<file path="src/verilog/cgs_map.vh">
// Functional notes
// - Device is a slave only: accepts writes and reads, never starts a transfer.
// - Link runs standard mode, at most one hundred kilobits per second.
// - Data changes only while clock is low, stable while clock high.
// - Data falling with clock high is start; data rising with clock high is stop.
// - Every unit is an eight-bit byte, MSB first, followed by acknowledge.
// - On write address the device acknowledges up to ten data bytes.
// - Other addresses and conditions are ignored; stored values stay unchanged.
// - After acknowledging read address the device drives register data at once.
// - During a read the device waits for host acknowledge after each byte.
// - A read runs until stop; on stop the device ends transmission; the code also ends it when the host does not acknowledge a byte.
// - Write carries command and count bytes, acknowledged and discarded.
// - Registers load defaults only at true power-up, not on power-down pin.
// - Function bits 1:0 select tri-state, spread, test or non-spread mode.
// - Function bits 3 and 2 select 48 or 24 MHz per peripheral output.
// - Function bits 6:4 spread width select default all ones; bit 7 reserved zero.
// - Clock enable bits run output when one, stop when zero; default one.
// - CPU enable bit 2 zero makes first CPU clock ignore the halt input.
// - Multiplier is eight bits; divider six bits in next byte; both default zero.
// - Frequency-enable bit 7 selects programmed multiplier, bit 6 divider.
`ifndef CGS_MAP_VH
`define CGS_MAP_VH
`define CGS_ADDR_WR      8'hD2
`define CGS_ADDR_RD      8'hD3
`define CGS_NUM_REGS     4'h9
`define CGS_MAX_DATA     4'hA
`define CGS_HDR_BYTES    2'h2
`define CGS_REG_FUNC     4'h0
`define CGS_REG_CPU      4'h1
`define CGS_REG_PCI      4'h2
`define CGS_REG_SDRAM    4'h3
`define CGS_REG_RSVD     4'h4
`define CGS_REG_REF      4'h5
`define CGS_REG_MULT     4'h6
`define CGS_REG_DIV      4'h7
`define CGS_REG_FEN      4'h8
`define CGS_RST_FUNC     8'h7C
`define CGS_RST_CPU      8'hCF
`define CGS_RST_PCI      8'h7F
`define CGS_RST_SDRAM    8'hFF
`define CGS_RST_RSVD     8'h00
`define CGS_RST_REF      8'h33
`define CGS_RST_MULT     8'h00
`define CGS_RST_DIV      8'h00
`define CGS_RST_FEN      8'h00
`define CGS_MASK_FUNC    8'h7F
`define CGS_MASK_CPU     8'hCF
`define CGS_MASK_PCI     8'h7F
`define CGS_MASK_SDRAM   8'hFF
`define CGS_MASK_RSVD    8'h00
`define CGS_MASK_REF     8'h33
`define CGS_MASK_MULT    8'hFF
`define CGS_MASK_DIV     8'h3F
`define CGS_MASK_FEN     8'hC0
`define CGS_BIT_CPU_HALT 2
`define CGS_BIT_NEN      7
`define CGS_BIT_REN      6
`define CGS_LINK_KBPS    100
`endif

</file>
<file path="src/verilog/cgs_smbus_slave.v">
`include "cgs_map.vh"
`default_nettype none
module cgs_smbus_slave (
  // Clock and power-up reset
  input  wire       REF_CLK,
  input  wire       RST,
  // Two-wire link
  input  wire       SERIAL_CLOCK_PIN,
  input  wire       SERIAL_DATA_PIN_I,
  output reg        SERIAL_DATA_PIN_O,
  output reg        SERIAL_DATA_PIN_OE,
  // Power pins
  input  wire       POWER_DOWN_INPUT_N,
  input  wire       CPU_CLOCK_HALT_INPUT_N,
  // Decoded configuration
  output reg  [1:0] MODE,
  output reg  [2:0] SPREAD_WIDTH_SELECT,
  output reg  [1:0] PERIPHERAL_CLOCK_48M,
  output reg  [1:0] PERIPHERAL_CLOCK_EN,
  output reg        MEMORY_FEEDBACK_CLOCK_EN,
  output reg  [1:0] CPU_CLOCK_RUN,
  output reg  [6:0] PCI_CLOCK_EN,
  output reg  [5:0] SDRAM_CLOCK_EN,
  output reg  [3:0] REFERENCE_CLOCK_OUTPUT_EN,
  output reg  [7:0] PLL_MULTIPLIER,
  output reg  [5:0] PLL_DIVIDER,
  output reg        PLL_USE_MULTIPLIER,
  output reg        PLL_USE_DIVIDER
);
  localparam ST_IDLE = 3'd0;
  localparam ST_ADDR = 3'd1;
  localparam ST_WACK = 3'd2;
  localparam ST_WDAT = 3'd3;
  localparam ST_RDAT = 3'd4;
  localparam ST_RACK = 3'd5;

  wire       scl_s;
  wire       sda_s;
  reg        scl_q;
  reg        sda_q;
  reg  [2:0] st_q;
  reg  [2:0] bit_q;
  reg  [7:0] sh_q;
  reg        rd_q;
  reg  [1:0] hdr_q;
  reg  [3:0] cnt_q;
  reg  [3:0] ptr_q;
  reg  [7:0] regs_q [0:8];
  reg        drive_low_q;
  reg        got_q;

  // Sampling every pin at the system clock resolves a standard-mode link with wide margin.
  // The power-down pin is deliberately not part of any reset: values survive it.
  cgs_sync u_scl (.clk(REF_CLK), .rst(RST), .din(SERIAL_CLOCK_PIN), .dout(scl_s));
  cgs_sync u_sda (.clk(REF_CLK), .rst(RST), .din(SERIAL_DATA_PIN_I), .dout(sda_s));
  wire       halt_s;
  wire       pdn_s;
  cgs_sync u_hlt (.clk(REF_CLK), .rst(RST), .din(CPU_CLOCK_HALT_INPUT_N), .dout(halt_s));
  cgs_sync u_pdn (.clk(REF_CLK), .rst(RST), .din(POWER_DOWN_INPUT_N), .dout(pdn_s));

  wire scl_rise = scl_s & ~scl_q;
  wire scl_fall = ~scl_s & scl_q;
  wire start_c  = scl_s & scl_q & sda_q & ~sda_s;
  wire stop_c   = scl_s & scl_q & ~sda_q & sda_s;
  wire [7:0] byte_in = {sh_q[6:0], sda_s};

  function [7:0] wmask;
    input [3:0] idx;
    begin
      case (idx)
        `CGS_REG_FUNC:  wmask = `CGS_MASK_FUNC;
        `CGS_REG_CPU:   wmask = `CGS_MASK_CPU;
        `CGS_REG_PCI:   wmask = `CGS_MASK_PCI;
        `CGS_REG_SDRAM: wmask = `CGS_MASK_SDRAM;
        `CGS_REG_REF:   wmask = `CGS_MASK_REF;
        `CGS_REG_MULT:  wmask = `CGS_MASK_MULT;
        `CGS_REG_DIV:   wmask = `CGS_MASK_DIV;
        `CGS_REG_FEN:   wmask = `CGS_MASK_FEN;
        default:        wmask = `CGS_MASK_RSVD;
      endcase
    end
  endfunction

  wire [7:0] rd_byte = (ptr_q < `CGS_NUM_REGS) ? regs_q[ptr_q] : 8'h00;

  // Only the true power-up reset loads defaults.
  always @(posedge REF_CLK or posedge RST) begin
    if (RST) begin
      regs_q[0] <= `CGS_RST_FUNC;
      regs_q[1] <= `CGS_RST_CPU;
      regs_q[2] <= `CGS_RST_PCI;
      regs_q[3] <= `CGS_RST_SDRAM;
      regs_q[4] <= `CGS_RST_RSVD;
      regs_q[5] <= `CGS_RST_REF;
      regs_q[6] <= `CGS_RST_MULT;
      regs_q[7] <= `CGS_RST_DIV;
      regs_q[8] <= `CGS_RST_FEN;
    end else if (st_q == ST_WDAT && scl_rise && bit_q == 3'd7 && hdr_q == `CGS_HDR_BYTES
                 && cnt_q < `CGS_MAX_DATA && ptr_q < `CGS_NUM_REGS) begin
      regs_q[ptr_q] <= byte_in & wmask(ptr_q);
    end
  end

  // Protocol engine: slave only, sampling on clock rise, driving on clock fall.
  always @(posedge REF_CLK or posedge RST) begin
    if (RST) begin
      scl_q       <= 1'b1;
      sda_q       <= 1'b1;
      st_q        <= ST_IDLE;
      bit_q       <= 3'd0;
      sh_q        <= 8'h00;
      rd_q        <= 1'b0;
      hdr_q       <= 2'd0;
      cnt_q       <= 4'd0;
      ptr_q       <= 4'd0;
      drive_low_q <= 1'b0;
      got_q       <= 1'b0;
    end else begin
      scl_q <= scl_s;
      sda_q <= sda_s;
      if (start_c) begin
        st_q        <= ST_ADDR;
        bit_q       <= 3'd0;
        got_q       <= 1'b0;
        drive_low_q <= 1'b0;
      end else if (stop_c) begin
        st_q        <= ST_IDLE;
        drive_low_q <= 1'b0;
      end else begin
        case (st_q)
          ST_ADDR, ST_WDAT: begin
            // The clock fall that closes a start must not be taken for the end of a byte.
            if (scl_rise) begin
              sh_q  <= byte_in;
              bit_q <= bit_q + 3'd1;
              got_q <= (bit_q == 3'd7);
            end else if (scl_fall) begin
              got_q <= 1'b0;
            end
            if (scl_fall && got_q && st_q == ST_ADDR && {sh_q[7:1], 1'b0} == `CGS_ADDR_WR) begin
              rd_q        <= sh_q[0];
              hdr_q       <= 2'd0;
              cnt_q       <= 4'd0;
              ptr_q       <= 4'd0;
              drive_low_q <= 1'b1;
              st_q        <= ST_WACK;
            end else if (scl_fall && got_q && st_q == ST_ADDR) begin
              st_q <= ST_IDLE;
            end else if (scl_fall && got_q) begin
              if (hdr_q != `CGS_HDR_BYTES) begin
                hdr_q <= hdr_q + 2'd1;
              end else if (cnt_q < `CGS_MAX_DATA) begin
                cnt_q <= cnt_q + 4'd1;
                ptr_q <= ptr_q + 4'd1;
              end
              drive_low_q <= (hdr_q != `CGS_HDR_BYTES) || (cnt_q < `CGS_MAX_DATA);
              st_q        <= ST_WACK;
            end
          end
          ST_WACK: begin
            if (scl_fall) begin
              if (rd_q) begin
                drive_low_q <= ~rd_byte[7];
                sh_q        <= {rd_byte[6:0], 1'b0};
                bit_q       <= 3'd1;
                st_q        <= ST_RDAT;
              end else begin
                drive_low_q <= 1'b0;
                st_q        <= ST_WDAT;
              end
            end
          end
          ST_RDAT: begin
            if (scl_fall) begin
              if (bit_q == 3'd0) begin
                drive_low_q <= 1'b0;
                st_q        <= ST_RACK;
                ptr_q       <= ptr_q + 4'd1;
              end else begin
                drive_low_q <= ~sh_q[7];
                sh_q        <= {sh_q[6:0], 1'b0};
                bit_q       <= bit_q + 3'd1;
              end
            end
          end
          ST_RACK: begin
            if (scl_rise) begin
              st_q <= sda_s ? ST_IDLE : ST_WACK;
            end
          end
          default: begin
            st_q        <= ST_IDLE;
            drive_low_q <= 1'b0;
          end
        endcase
      end
    end
  end

  // Outputs are registered; power-down stops the peripheral, CPU, PCI and reference clock enables, not SDRAM or memory feedback, without touching the bytes.
  always @(posedge REF_CLK or posedge RST) begin
    if (RST) begin
      SERIAL_DATA_PIN_O         <= 1'b0;
      SERIAL_DATA_PIN_OE        <= 1'b0;
      MODE                      <= 2'b00;
      SPREAD_WIDTH_SELECT       <= 3'b111;
      PERIPHERAL_CLOCK_48M      <= 2'b11;
      PERIPHERAL_CLOCK_EN       <= 2'b00;
      MEMORY_FEEDBACK_CLOCK_EN  <= 1'b0;
      CPU_CLOCK_RUN             <= 2'b00;
      PCI_CLOCK_EN              <= 7'h00;
      SDRAM_CLOCK_EN            <= 6'h00;
      REFERENCE_CLOCK_OUTPUT_EN <= 4'h0;
      PLL_MULTIPLIER            <= 8'h00;
      PLL_DIVIDER               <= 6'h00;
      PLL_USE_MULTIPLIER        <= 1'b0;
      PLL_USE_DIVIDER           <= 1'b0;
    end else begin
      SERIAL_DATA_PIN_O         <= 1'b0;
      SERIAL_DATA_PIN_OE        <= drive_low_q;
      MODE                      <= regs_q[0][1:0];
      SPREAD_WIDTH_SELECT       <= regs_q[0][6:4];
      PERIPHERAL_CLOCK_48M      <= regs_q[0][3:2];
      PERIPHERAL_CLOCK_EN       <= regs_q[1][7:6] & {2{pdn_s}};
      MEMORY_FEEDBACK_CLOCK_EN  <= regs_q[1][3];
      CPU_CLOCK_RUN[0]          <= pdn_s & regs_q[1][0]
                                   & (halt_s | ~regs_q[1][`CGS_BIT_CPU_HALT]);
      CPU_CLOCK_RUN[1]          <= pdn_s & regs_q[1][1] & halt_s;
      PCI_CLOCK_EN              <= regs_q[2][6:0] & {7{pdn_s}};
      SDRAM_CLOCK_EN            <= regs_q[3][5:0];
      REFERENCE_CLOCK_OUTPUT_EN <= {regs_q[5][5:4], regs_q[5][1:0]} & {4{pdn_s}};
      PLL_MULTIPLIER            <= regs_q[6];
      PLL_DIVIDER               <= regs_q[7][5:0];
      PLL_USE_MULTIPLIER        <= regs_q[8][`CGS_BIT_NEN];
      PLL_USE_DIVIDER           <= regs_q[8][`CGS_BIT_REN];
    end
  end
endmodule
`default_nettype wire

</file>
<file path="src/verilog/cgs_sync.v">
`default_nettype none
// Three-stage synchroniser; a change is taken once stages two and three agree.
module cgs_sync (
  // Clock and reset
  input  wire clk,
  input  wire rst,
  // Signal
  input  wire din,
  output reg  dout
);
  reg s1_q;
  reg s2_q;
  reg s3_q;

  always @(posedge clk or posedge rst) begin
    if (rst) begin
      s1_q <= 1'b1;
      s2_q <= 1'b1;
      s3_q <= 1'b1;
      dout <= 1'b1;
    end else begin
      s1_q <= din;
      s2_q <= s1_q;
      s3_q <= s2_q;
      if (s2_q == s3_q) begin
        dout <= s3_q;
      end
    end
  end
endmodule
`default_nettype wire
</file>
<file path="config.mk">
export PLATFORM = sky130hd
export DESIGN_NAME = cgs_smbus_slave
export DESIGN_NICKNAME = d
export VERILOG_FILES = /design/src/verilog/cgs_smbus_slave.v /design/src/verilog/cgs_sync.v
export VERILOG_INCLUDE_DIRS = /design/src /design/src/verilog
export SDC_FILE = /design/constraint.sdc
export NUM_CORES = 1
export LEC_CHECK = 0
export BUFFER_PORTS_ARGS = -buffer_cell sky130_fd_sc_hd__buf_2
export CORE_MARGIN = 3
export CORE_UTILIZATION = 55
export CTS_BUF_LIST = sky130_fd_sc_hd__clkbuf_8
export DETAILED_ROUTE_END_ITERATION = 16
export PLACE_DENSITY = 0.7
export SYNTH_ARGS = -nofsm -noshare
export SYNTH_HDL_FRONTEND = slang
export SYNTH_SLANG_ARGS = --single-unit
</file>
<file path="constraint.sdc">
create_clock -name REF_CLK -period 14.1 [get_ports REF_CLK]
set_input_delay 2.82 -clock REF_CLK [delete_from_list [all_inputs] [get_ports REF_CLK]]
set_output_delay 2.82 -clock REF_CLK [all_outputs]
set_load 0.03 [all_outputs]
</file>
-- Word level (Yosys, flattened, before mapping)
Memory sizes are Yosys's and may differ from the RTL's.
Index checks and enable logic that the tools add are counted.
- equal/unequal tests: 39
- add/subtract/negate cells: 4
- reduce and logical (&&, ||, !) cells: 29
- multiplexer cells: 66
- magnitude comparators: 4
- bitwise gates (word level): 26
- operator list (operator ; count):
    8-bit 2-to-1 mux ; 10
    72-bit bitwise mux ; 1
    3-bit 2-to-1 mux ; 17
    4-bit 2-to-1 mux ; 12
    8-bit binary-select mux with 4-bit select ; 1
    8-bit demux with 4-bit select ; 1
    3-bit != test, second input constant ; 10
    8-bit case mux with 3 select lines ; 1
    2-bit != test, second input constant ; 9
    4-bit != test, second input constant ; 4
    1-bit 2-to-1 mux ; 14
    7-bit AND reduction ; 2
    3-bit case mux with 4 select lines ; 1
    1-bit bitwise AND ; 11
    2-bit 2-to-1 mux ; 5
    5-bit != test, second input constant ; 2
    5-bit AND reduction ; 2
    2-bit nonzero test ; 5
    3-bit == test, second input constant ; 3
    1-bit logical AND ; 9
    1-bit NOT ; 9
    3-bit case mux with 3 select lines ; 1
    9-bit AND reduction ; 1
    4-bit by 1-bit adder with 4-bit output, second input constant ; 2
    29 further kinds ; 35
- logic and storage cells: 219
- memories: 1
- input port bits: 6
- flip-flop bits (word level): 163
- output and inout port bits: 47
- ROM bits: 128
- memories (name ; depth ; width ; read ports ; clocked after Yosys merged registers in ; wr ports ; RTL line ; RTL):
    (no name shown) ; 16 ; 8 ; 1 ; 0 ; 0 ; cgs_smbus_slave.v:70 ; case (idx)

-- Depth between registers and ports, before layout
Gate-level depths: netlist (run 1).
- depth after elaboration: 11
- gate-level depth with buffers: 8
- depth with buffers taken out: 7

-- Cells and area by module
A second synthesis (run 1) with hierarchy kept.
- cell total of the unflattened synthesis: 545
- area total of the unflattened synthesis: 6993.0 sq um
- by module, submodules not included (module ; sequential area each (sq um) ; area each (sq um) ; instances ; cells an instance):
    cgs_smbus_slave ; 3724.8 ; 6512.5 ; 1 ; 521
    cgs_sync ; 105.1 ; 120.1 ; 4 ; 6

-- Least setup slack after synthesis (run 1)
Ideal clock, no wire load.
- path type: register to output
- start: reg PERIPHERAL_CLOCK_48M[0]
- end: out PERIPHERAL_CLOCK_48M[0]
- cell stages (with the launch flop): 1
- buffers on the path: 0
- arrival: 0.588 ns
- data required time: 11.280 ns
- slack: 10.692 ns
- cell sequence: dfstp_2
- RTL lines (what ; RTL line ; RTL):
    start: declaration ; cgs_smbus_slave.v:18 ; output reg [1:0] PERIPHERAL_CLOCK_48M,
    start signal: assignment ; cgs_smbus_slave.v:223 ; PERIPHERAL_CLOCK_48M <= regs_q[0][3:2];
No word-level cell between the ends.

-- Final worst setup path (run 1)
- start: reg SPREAD_WIDTH_SELECT[2]
- end: out SPREAD_WIDTH_SELECT[2]
- RTL lines (what ; RTL line ; RTL):
    start: declaration ; cgs_smbus_slave.v:17 ; output reg [2:0] SPREAD_WIDTH_SELECT,
    start signal: assignment ; cgs_smbus_slave.v:222 ; SPREAD_WIDTH_SELECT <= regs_q[0][6:4];
No word-level cell between the ends.

==> impl_metrics.json, run 1 <==
{
  "syn_area_per_cell_um2": 12.0,
  "slowest_stage": "dfstp_2",
  "powerDensity_nw_per_um2": 153,
  "setup_ws_ns": 10.12,
  "die_h_um": 118,
  "cp_cell_sequence": "buf_2",
  "synth_top_area_share": 0.399,
  "hold_path_depth": 0,
  "drt_iter0_drc": 411,
  "worst_pin_slew_ns": 1.10,
  "cellLeakagePower_nw": 3.55,
  "via_per_inst": 5.69,
  "syn_area_um2": 6900,
  "r2r_cells": 6,
  "syn_nets": 597,
  "cts_tree": "built",
  "antenna_cells": 0,
  "detailed_place_hpwl_um": 9480,
  "gp_congestion": 0.848,
  "die-width_um": 118,
  "drt-wirelength-per-cell_um": 17.6,
  "utilization": 0.633,
  "crit_family": "flip-flops",
  "status": "completed",
  "final_cells": 800,
  "synth.most_common_cell": "dfrtp_1",
  "clockBufferDepth": 2,
  "core_area_um2": 12200,
  "drtAntennaViolNets": 0,
  "critPathKind": "flip-flop to output port",
  "maxSlewHeadroom": 0.262,
  "grt_overflow": 0,
  "path_buf_inv": 1,
  "clk_pin_slew_ns": 0.08,
  "rsz0062_at_grt": "no",
  "start_util": 0.567,
  "ys_ff_latch": 163,
  "tns_ns": 0,
  "multi_input_area_um2": 2550,
  "yosysSeqAreaShare": 0.601,
  "dp_slack_ns": 9.59,
  "firstDrtPassIters": 4,
  "fmax_ghz": 0.252,
  "cts-buffers-inserted": 17,
  "cts.sinks": 163,
  "synth_edf_count": 0,
  "cts_hold_buf": 0,
  "postCtsSetupRepairBufs": 0,
  "crit_path_end_kind": "output port",
  "fillers": 984,
  "ys_warn_count": 0,
  "setup_viol": 0,
  "grtUsageTotal": 0.215,
  "cts_resized": 0,
  "grt_max_degree": 87,
  "synthFlopType": "dfrtp_1",
  "nNetsFinal": 639,
  "r2r-start": "scl_q",
  "min_path_type": "flip-flop to flip-flop",
  "drv_cap": 0,
  "crit_cells": 1,
  "min_period_over_period": 0.282,
  "r2r_end": "drive_low_q",
  "vias": 4550,
  "crit_path_max_fanout": 1,
  "final-seq-area_um2": 4150,
  "crit_start": "SPREAD_WIDTH_SELECT[2]",
  "yosys.area.top_type": "dfrtp_1",
  "ir_worst_vdd_v": 0.0000911,
  "grt_pass1_wl_um": 23700,
  "first_global_vias": 4642,
  "dieArea_um2": 13900,
  "crit_path_end": "SPREAD_WIDTH_SELECT[2]",
  "area_delta_synth_final_pct": 11.6,
  "ios": 53,
  "fin_crit_ns": 3.98,
  "dp.cells": 768,
  "grt_antenna_before_repair": 0,
  "drive_gt1_frac": 0.285,
  "htree_levels": 4,
  "cts_root_buf": "clkbuf_8",
  "arrival_ns": 1.16,
  "rows": 40,
  "max_stage_delay_ns": 0.52,
  "async_flop_share": 1.00,
  "yosys-top-cells-area": "dfrtp_1, dfstp_2, o21ai_0, mux4_2, nand2_1",
  "synthCells": 577,
  "drc": 0,
  "postRouteWirelength_um": 14100,
  "crit_required_ns": 11.28,
  "synth_common_cells": "dfrtp_1, nand2_1, o21ai_0",
  "start_kind": "flip-flop",
  "hold_viol": 0,
  "insertion_delay_ns": 0.45,
  "clock_skew_ns": 0.0107,
  "yosysUniqueCellTypes": 60,
  "drv_slew": 0,
  "r2r_slack_ns": 11.31,
  "portBuffers": 51
}
[how the worst min path moves through the flow]
stage | slack [ns] | from | end
after floorplan | 0.35 | u_hlt.s1_q | u_hlt.s2_q
after global placement | 0.35 | u_sda.s1_q | u_sda.s2_q
after detailed placement | 0.35 | u_scl.s1_q | u_scl.s2_q
after CTS | 0.36 | u_scl.s1_q | u_scl.s2_q
after global routing | 0.36 | u_scl.s1_q | u_scl.s2_q
final | 0.36 | u_sda.s1_q | u_sda.s2_q
[sequential cells by signal (all words and copies together), names as in the netlist, 3 cells and up]
signal / flops
regs_q: 72
PLL_MULTIPLIER: 8
sh_q: 8
PCI_CLOCK_EN: 7
PLL_DIVIDER: 6
SDRAM_CLOCK_EN: 6
REFERENCE_CLOCK_OUTPUT_EN: 4
cnt_q: 4
ptr_q: 4
SPREAD_WIDTH_SELECT: 3
bit_q: 3
st_q: 3
[final cells by class]
type / count / share of cell area
multi-input cells: 367 / 0.331
flip-flops and latches: 163 / 0.538
repair buffers: 54 / 0.0361
clock inverters: 10 / 0.0198
inverters: 16 / 0.00845
clock buffers: 22 / 0.0393
well taps: 168 / 0.0273
[per-layer routing]
layer,up-vias,part of all wire,global-route usage
met5,-,0,0
met4,0,0.018,0.0718
met3,22,0.059,0.0514
met2,126,0.47,0.338
met1,2294,0.45,0.299
li1,2108,-,-
[report_power, final]
part,switching [W],internal (W)
sequential,0.0000453,0.000498
combinational,0.000166,0.0000975
clock,0.000159,0.000215
[cells by family after synthesis]
group                      after synthesis  share of synthesized area
DFF                                    163                      0.601
other                                    1                   0.000543
adders and majority gates               18                     0.0312
and+or+nand+nor                        177                      0.129
xor gates and xnor gates                 3                    0.00381
AOI/OAI and AO/OA                      124                      0.110
muxes                                   44                     0.0948
buffers and inverters                   47                     0.0303
[per-stage QoR]
stage | power, W | area, um2 | hold slack, ns
after CTS | 0.00119 | 7700 | 0.358
after floorplan | 0.000748 | 6900 | 0.345
after global placement | 0.000807 | 7250 | 0.347
after global routing | 0.00125 | 7700 | 0.359
final | 0.00118 | 7700 | 0.357
after detailed placement | 0.000814 | 7250 | 0.347
[cells in the final DEF (no fill, tap or decap), types with 4 or more instances in the layout]
master and n:
a21oi_1 13, mux4_2 15, nand3_1 14, nor2_1 27, ha_1 14, dfrtp_1 110
inv_1 16, o21ai_0 68, clkbuf_8 22, clkinv_2 4, maj3_1 4, mux2_2 21
buf_2 51, nand2_1 76, nor2b_1 13, a32o_1 4, and2_1 19, bufinv_16 4
o211ai_1 4, dfstp_2 53, a221oi_1 9, mux2i_1 8
Power figures use the tool's default switching activity.
==> run 2, diff against run 1 <==
--- a/config.mk
+++ b/config.mk
@@ -6,12 +6,13 @@
 export SDC_FILE = /design/constraint.sdc
 export NUM_CORES = 1
 export LEC_CHECK = 0
+export ABC_AREA = 1
 export BUFFER_PORTS_ARGS = -buffer_cell sky130_fd_sc_hd__buf_2
 export CORE_MARGIN = 3
 export CORE_UTILIZATION = 55
 export CTS_BUF_LIST = sky130_fd_sc_hd__clkbuf_8
 export DETAILED_ROUTE_END_ITERATION = 16
-export PLACE_DENSITY = 0.7
+export PLACE_DENSITY = 0.73
 export SYNTH_ARGS = -nofsm -noshare
 export SYNTH_HDL_FRONTEND = slang
 export SYNTH_SLANG_ARGS = --single-unit
==> constraint.sdc (replaced) <==
create_clock -name REF_CLK -period 3.55 [get_ports REF_CLK]
set_input_delay 0.71 -clock REF_CLK [delete_from_list [all_inputs] [get_ports REF_CLK]]
set_output_delay 0.71 -clock REF_CLK [all_outputs]
set_load 0.03 [all_outputs]
==> impl_metrics.json, run 2 <==
{
  "grtUsageTotal": 0.230,
  "clock_skew_ns": 0.00919,
  "crit_required_ns": 3.92,
  "first_global_vias": 5203,
  "yosysUniqueCellTypes": 42,
  "syn_area_per_cell_um2": 8.70,
  "drt-wirelength-per-cell_um": 14.7,
  "synthSimpleGateAreaFrac": 0.251,
  "crit_path_max_fanout": 15,
  "rsz0062_at_grt": "no",
  "drv_slew": 0,
  "fmax_ghz": 0.385,
  "final_cell_mix": "nand2_1, inv_1, dfrtp_1, o21ai_1, dfstp_2",
  "clk_pin_slew_ns": 0.08,
  "antenna_cells": 0,
  "tns_ns": 0,
  "status": "completed",
  "largest_register_ffs": 72,
  "htree_levels": 4,
  "die-width_um": 122,
  "layout_commonest_cell": "nand2_1",
  "start_kind": "flip-flop",
  "clockBufferDepth": 2,
  "min_period_over_period": 0.731,
  "grt_pass1_wl_um": 26400,
  "firstDrtPassIters": 5,
  "crit_path_end_kind": "flip-flop",
  "cts_hold_buf": 0,
  "synth_top_area_share": 0.369,
  "synth-xor-area-share": 0.00352,
  "core_area_um2": 12900,
  "start_util": 0.577,
  "setup_viol": 0,
  "dp_slack_ns": 1.01,
  "arrival_ns": 2.96,
  "drv_cap": 0,
  "crit_family": "compound AO/OA/AOI/OAI gates",
  "drtAntennaViolNets": 0,
  "yosys-top-cells-area": "dfrtp_1, dfstp_2, nand2_1, inv_1, o21ai_1",
  "cts-buffers-inserted": 17,
  "area_delta_synth_final_pct": 9.98,
  "fin_crit_ns": 2.60,
  "via_per_inst": 5.12,
  "utilization": 0.634,
  "cellLeakagePower_nw": 4.12,
  "maxSlewHeadroom": 0.460,
  "grt_antenna_before_repair": 0,
  "syn_area_um2": 7460,
  "synth_top_family_by_area": "simple AND/OR/NAND/NOR gates",
  "hold_viol": 0,
  "worst_pin_slew_ns": 0.807,
  "die_h_um": 122,
  "synth.most_common_cell": "nand2_1",
  "max_stage_delay_ns": 0.67,
  "grt_max_degree": 88,
  "drive_gt1_frac": 0.179,
  "drt_iter0_drc": 578,
  "vias": 5603,
  "critPathKind": "flip-flop to flip-flop",
  "synth_mux_area_frac": 0,
  "synth_common_cells": "nand2_1, inv_1, dfrtp_1",
  "cts_root_buf": "clkbuf_8",
  "cts_tree": "built",
  "min_path_type": "input port to async pin",
  "setup_ws_ns": 0.953,
  "synthFlopType": "dfrtp_1",
  "synth_edf_count": 0,
  "yosys.area.top_type": "dfrtp_1",
  "slowest_stage": "dfrtp_1",
  "gp_congestion": 0.898,
  "synthCells": 857,
  "cp_cell_sequence": "clkinv_1, ha_1, a21oi_1, a21boi_0, nand2_1, o21ai_1",
  "ys_warn_count": 0,
  "cts_resized": 0,
  "synthAdderAreaFrac": 0.0289,
  "powerDensity_nw_per_um2": 559,
  "portBuffers": 51,
  "ios": 53,
  "regMostFlops": "regs_q",
  "ys_ff_latch": 163,
  "dieArea_um2": 15000,
  "drc": 0,
  "cts.sinks": 163,
  "synth_compound_area_frac": 0.0782,
  "grt_overflow": 0,
  "reg_top3": "regs_q: 72 flops, PLL_MULTIPLIER: 8 flops, sh_q: 8 flops",
  "nNetsFinal": 929,
  "yosysSeqAreaShare": 0.556,
  "insertion_delay_ns": 0.45,
  "postCtsSetupRepairBufs": 0,
  "rows": 41,
  "postRouteWirelength_um": 16100,
  "ir_worst_vdd_v": 0.000384,
  "async_flop_share": 1.00,
  "path_buf_inv": 1,
  "syn_nets": 877,
  "detailed_place_hpwl_um": 11100
}
==> run 2: changes by cell type after synthesis, sizes merged, moves of 17 or more <==
cell	previous run	this run
nand2	76	286
inv	16	115
nand3	14	56
nor2	27	53
mux2	21	0
and2	19	0
o21ai	69	86
==> run 2: cell families after synthesis <==
logic type               Yosys count
XOR/XNOR                           3
AO/OA/AOI/OAI                    112
flip-flops                       163
AND/OR/NAND/NOR                  418
other                              1
adder cells (fa/ha/maj)           18
buffers and inverters            142
==> run 2: cell type report <==
cell class              instances  area [um2]
multi-input cells             552        2700
flip-flops and latches        163        4150
clock inverters                12        93.8
well taps                     172         215
repair buffers                 55         310
inverters                     120         459
clock buffers                  20         275
fillers                      1143        4730
==> run 2: worst paths after layout <==
path,to,depth (start not counted),start,slack (ns)
hold / removal,PLL_DIVIDER[2],2,RST,0.18
max in group asynchronous,PERIPHERAL_CLOCK_48M[1],3,RST,2.66
setup reg to reg,regs_q[60],6,ptr_q[1],0.95
setup / recovery,regs_q[60],6,ptr_q[1],0.95
hold reg to reg,u_sda.s2_q,0,u_sda.s1_q,0.36
min in group REF_CLK,u_pdn.s1_q,1,POWER_DOWN_INPUT_N,0.35
==> run 2: worst reg2reg max path, delay by kind of cell (launching register included) <==
family / cells / cell delay, ns
fa+ha+maj: 1 / 0.38
buf+inv: 1 / 0.48
compound gates: 3 / 0.75
simple gates: 1 / 0.25
flops: 1 / 0.67
==> run 2: power by group <==
part	internal [W]	total, W	switching [W]
Clock	0.000598	0.00123	0.000637
Sequential	0.00196	0.00208	0.000127
Combinational	0.000335	0.00127	0.000930
Total	0.00289	0.00458	0.00169
==> run 2: stage by stage <==
| step | hold slack [ns] | cells | instance area [um2] | power [W] |
|---|---|---|---|---|
| after floorplan | 0.345 | 857 | 7460 | 0.00299 |
| after global placement | 0.347 | 1062 | 7830 | 0.00334 |
| after detailed placement | 0.347 | 1062 | 7830 | 0.00335 |
| after CTS | 0.155 | 1094 | 8200 | 0.00460 |
| after global routing | 0.164 | 1094 | 8200 | 0.00488 |
| final | 0.181 | 1094 | 8200 | 0.00458 |
==> run 2: layer usage <==
metal	routed length, um	GRT usage
met5	0	0
met4	357	0.0959
met3	1010	0.0585
met2	7350	0.350
met1	7340	0.316
==> run 3, diff against run 2 <==
--- a/config.mk
+++ b/config.mk
@@ -6,13 +6,13 @@
 export SDC_FILE = /design/constraint.sdc
 export NUM_CORES = 1
 export LEC_CHECK = 0
-export ABC_AREA = 1
+export ABC_AREA = 0
 export BUFFER_PORTS_ARGS = -buffer_cell sky130_fd_sc_hd__buf_2
 export CORE_MARGIN = 3
 export CORE_UTILIZATION = 55
 export CTS_BUF_LIST = sky130_fd_sc_hd__clkbuf_8
 export DETAILED_ROUTE_END_ITERATION = 16
-export PLACE_DENSITY = 0.73
+export PLACE_DENSITY = 0.7
 export SYNTH_ARGS = -nofsm -noshare
 export SYNTH_HDL_FRONTEND = slang
 export SYNTH_SLANG_ARGS = --single-unit
==> constraint.sdc (replaced) <==
create_clock -name REF_CLK -period 2.65 [get_ports REF_CLK]
set_input_delay 0.53 -clock REF_CLK [delete_from_list [all_inputs] [get_ports REF_CLK]]
set_output_delay 0.53 -clock REF_CLK [all_outputs]
set_load 0.03 [all_outputs]
==> impl_metrics.json, run 3 (synthesized netlist as in run 1, its figures left out) <==
{
  "portBuffers": 51,
  "p_comb_frac": 0.246,
  "r2r_cells": 6,
  "powerDensity_nw_per_um2": 790,
  "nNetsFinal": 658,
  "postRouteWirelength_um": 15000,
  "tns_ns": 0,
  "setup_viol": 0,
  "rsz0062_at_grt": "no",
  "final-seq-area_um2": 4150,
  "rows": 40,
  "min_path_type": "input port to flip-flop",
  "antenna_cells": 0,
  "fin_crit_ns": 2.34,
  "worst_pin_slew_ns": 0.758,
  "crit_start": "scl_q",
  "vias": 4658,
  "status": "completed",
  "maxSlewHeadroom": 0.494,
  "cts_resized": 0,
  "cts_hold_buf": 0,
  "r2r_end": "cnt_q[0]",
  "cts_root_buf": "clkbuf_8",
  "clockBufferDepth": 2,
  "cts_tree": "built",
  "clk_pin_slew_ns": 0.08,
  "detailed_place_hpwl_um": 10600,
  "drc": 0,
  "area_delta_synth_final_pct": 13.5,
  "crit_required_ns": 2.98,
  "clkPwrFrac": 0.289,
  "clock_skew_ns": 0.0165,
  "layout_commonest_cell": "dfrtp_1",
  "insertion_delay_ns": 0.46,
  "start_util": 0.567,
  "drtAntennaViolNets": 0,
  "grt_antenna_before_repair": 0,
  "utilization": 0.644,
  "r2r_slack_ns": 0.31,
  "gp_congestion": 0.930,
  "hold_path_end": "u_pdn.s1_q",
  "drt-wirelength-per-cell_um": 18.3,
  "via_per_inst": 5.69,
  "fmax_ghz": 0.428,
  "fillers": 945,
  "postCtsSetupRepairBufs": 0,
  "die-width_um": 118,
  "seqPwrFrac": 0.465,
  "multi_input_area_um2": 2550,
  "cellLeakagePower_nw": 3.61,
  "die_h_um": 118,
  "reg_top3": "regs_q: 72 flops, PLL_MULTIPLIER: 8 flops, sh_q: 8 flops",
  "crit_path_end_kind": "flip-flop",
  "grt_overflow": 0,
  "arrival_ns": 2.67,
  "p_sw_w": 0.00209,
  "drv_slew": 0,
  "power.internal_w": 0.00410,
  "holdCritStartpoint": "POWER_DOWN_INPUT_N",
  "cts.sinks": 163,
  "first_global_vias": 4544,
  "htree_levels": 4,
  "drv_cap": 0,
  "switching_share": 0.337,
  "largest_register_ffs": 72,
  "hold_path_depth": 1,
  "final_cell_mix": "dfrtp_1, nand2_1, o21ai_0, dfstp_2, buf_2",
  "grt_pass1_wl_um": 24700,
  "core_area_um2": 12200,
  "crit_path_max_fanout": 14,
  "min_period_over_period": 0.882,
  "regMostFlops": "regs_q",
  "drt_iter0_drc": 377,
  "start_kind": "flip-flop",
  "r2r-start": "scl_q",
  "ios": 53,
  "cts-buffers-inserted": 17,
  "critPathKind": "flip-flop to flip-flop",
  "drive_gt1_frac": 0.307,
  "hold_viol": 0,
  "ir_worst_vdd_v": 0.000388,
  "dieArea_um2": 13900,
  "firstDrtPassIters": 5,
  "grt_max_degree": 45,
  "grtUsageTotal": 0.228
}
-- run 3: worst max path at each step --
stage / end / slack (ns) / cells past startpoint
after floorplan: CPU_CLOCK_RUN[0] / 0.09 / 1
after global placement: regs_q[57] / 0.44 / 6
after detailed placement: regs_q[28] / 0.35 / 6
after CTS: regs_q[57] / 0.35 / 6
after global routing: regs_q[13] / 0.12 / 6
final: cnt_q[0] / 0.31 / 6
-- run 3: per-stage QoR --
| stage | std cells | setup slack [ns] | area, um2 | hold WS [ns] | power [W] |
|---|---|---|---|---|---|
| global route | 819 | 0.122 | 7840 | 0.136 | 0.00653 |
| finish | 819 | 0.312 | 7840 | 0.165 | 0.00619 |
| detailed placement | 787 | 0.347 | 7440 | 0.348 | 0.00442 |
| CTS | 819 | 0.351 | 7840 | 0.138 | 0.00621 |
| global placement | 787 | 0.439 | 7440 | 0.346 | 0.00439 |
| floorplan | 577 | 0.0925 | 6910 | 0.345 | 0.00398 |
-- run 3: critical path: stages, from the launching register on --
cell and delay (ns):
dfstp_2 0.55, ha_1 0.29, nand4b_1 0.25, nor4_2 0.34
buf_4 0.26, o21a_1 0.19, mux2_2 0.35
-- run 3: power groups by stage --
stage          registers, W  logic [W]  clock network, W
2_1_floorplan       0.00281    0.00117                 0
3_3_place_gp        0.00291    0.00148                 0
3_5_place_dp        0.00291    0.00151                 0
4_1_cts             0.00287    0.00152           0.00182
5_1_grt             0.00291    0.00168           0.00194
6_report            0.00288    0.00153           0.00179
-- run 3: layer usage --
| layer | GRT usage | wire length (um) | vias to the layer above |
|---|---|---|---|
| li1 | - | - | 2159 |
| met1 | 0.328 | 6990 | 2322 |
| met2 | 0.340 | 6840 | 155 |
| met3 | 0.0562 | 865 | 22 |
| met4 | 0.0857 | 268 | 0 |
| met5 | 0 | 0 | - |
-- run 3: area by class of cell --
type | instances | area share
sequential | 163 | 0.529
inverter | 16 | 0.00814
clock inverter | 14 | 0.0192
timing repair buffer | 73 | 0.0600
clock buffer | 18 | 0.0316
multi-input combinational | 367 | 0.325
tap | 168 | 0.0268
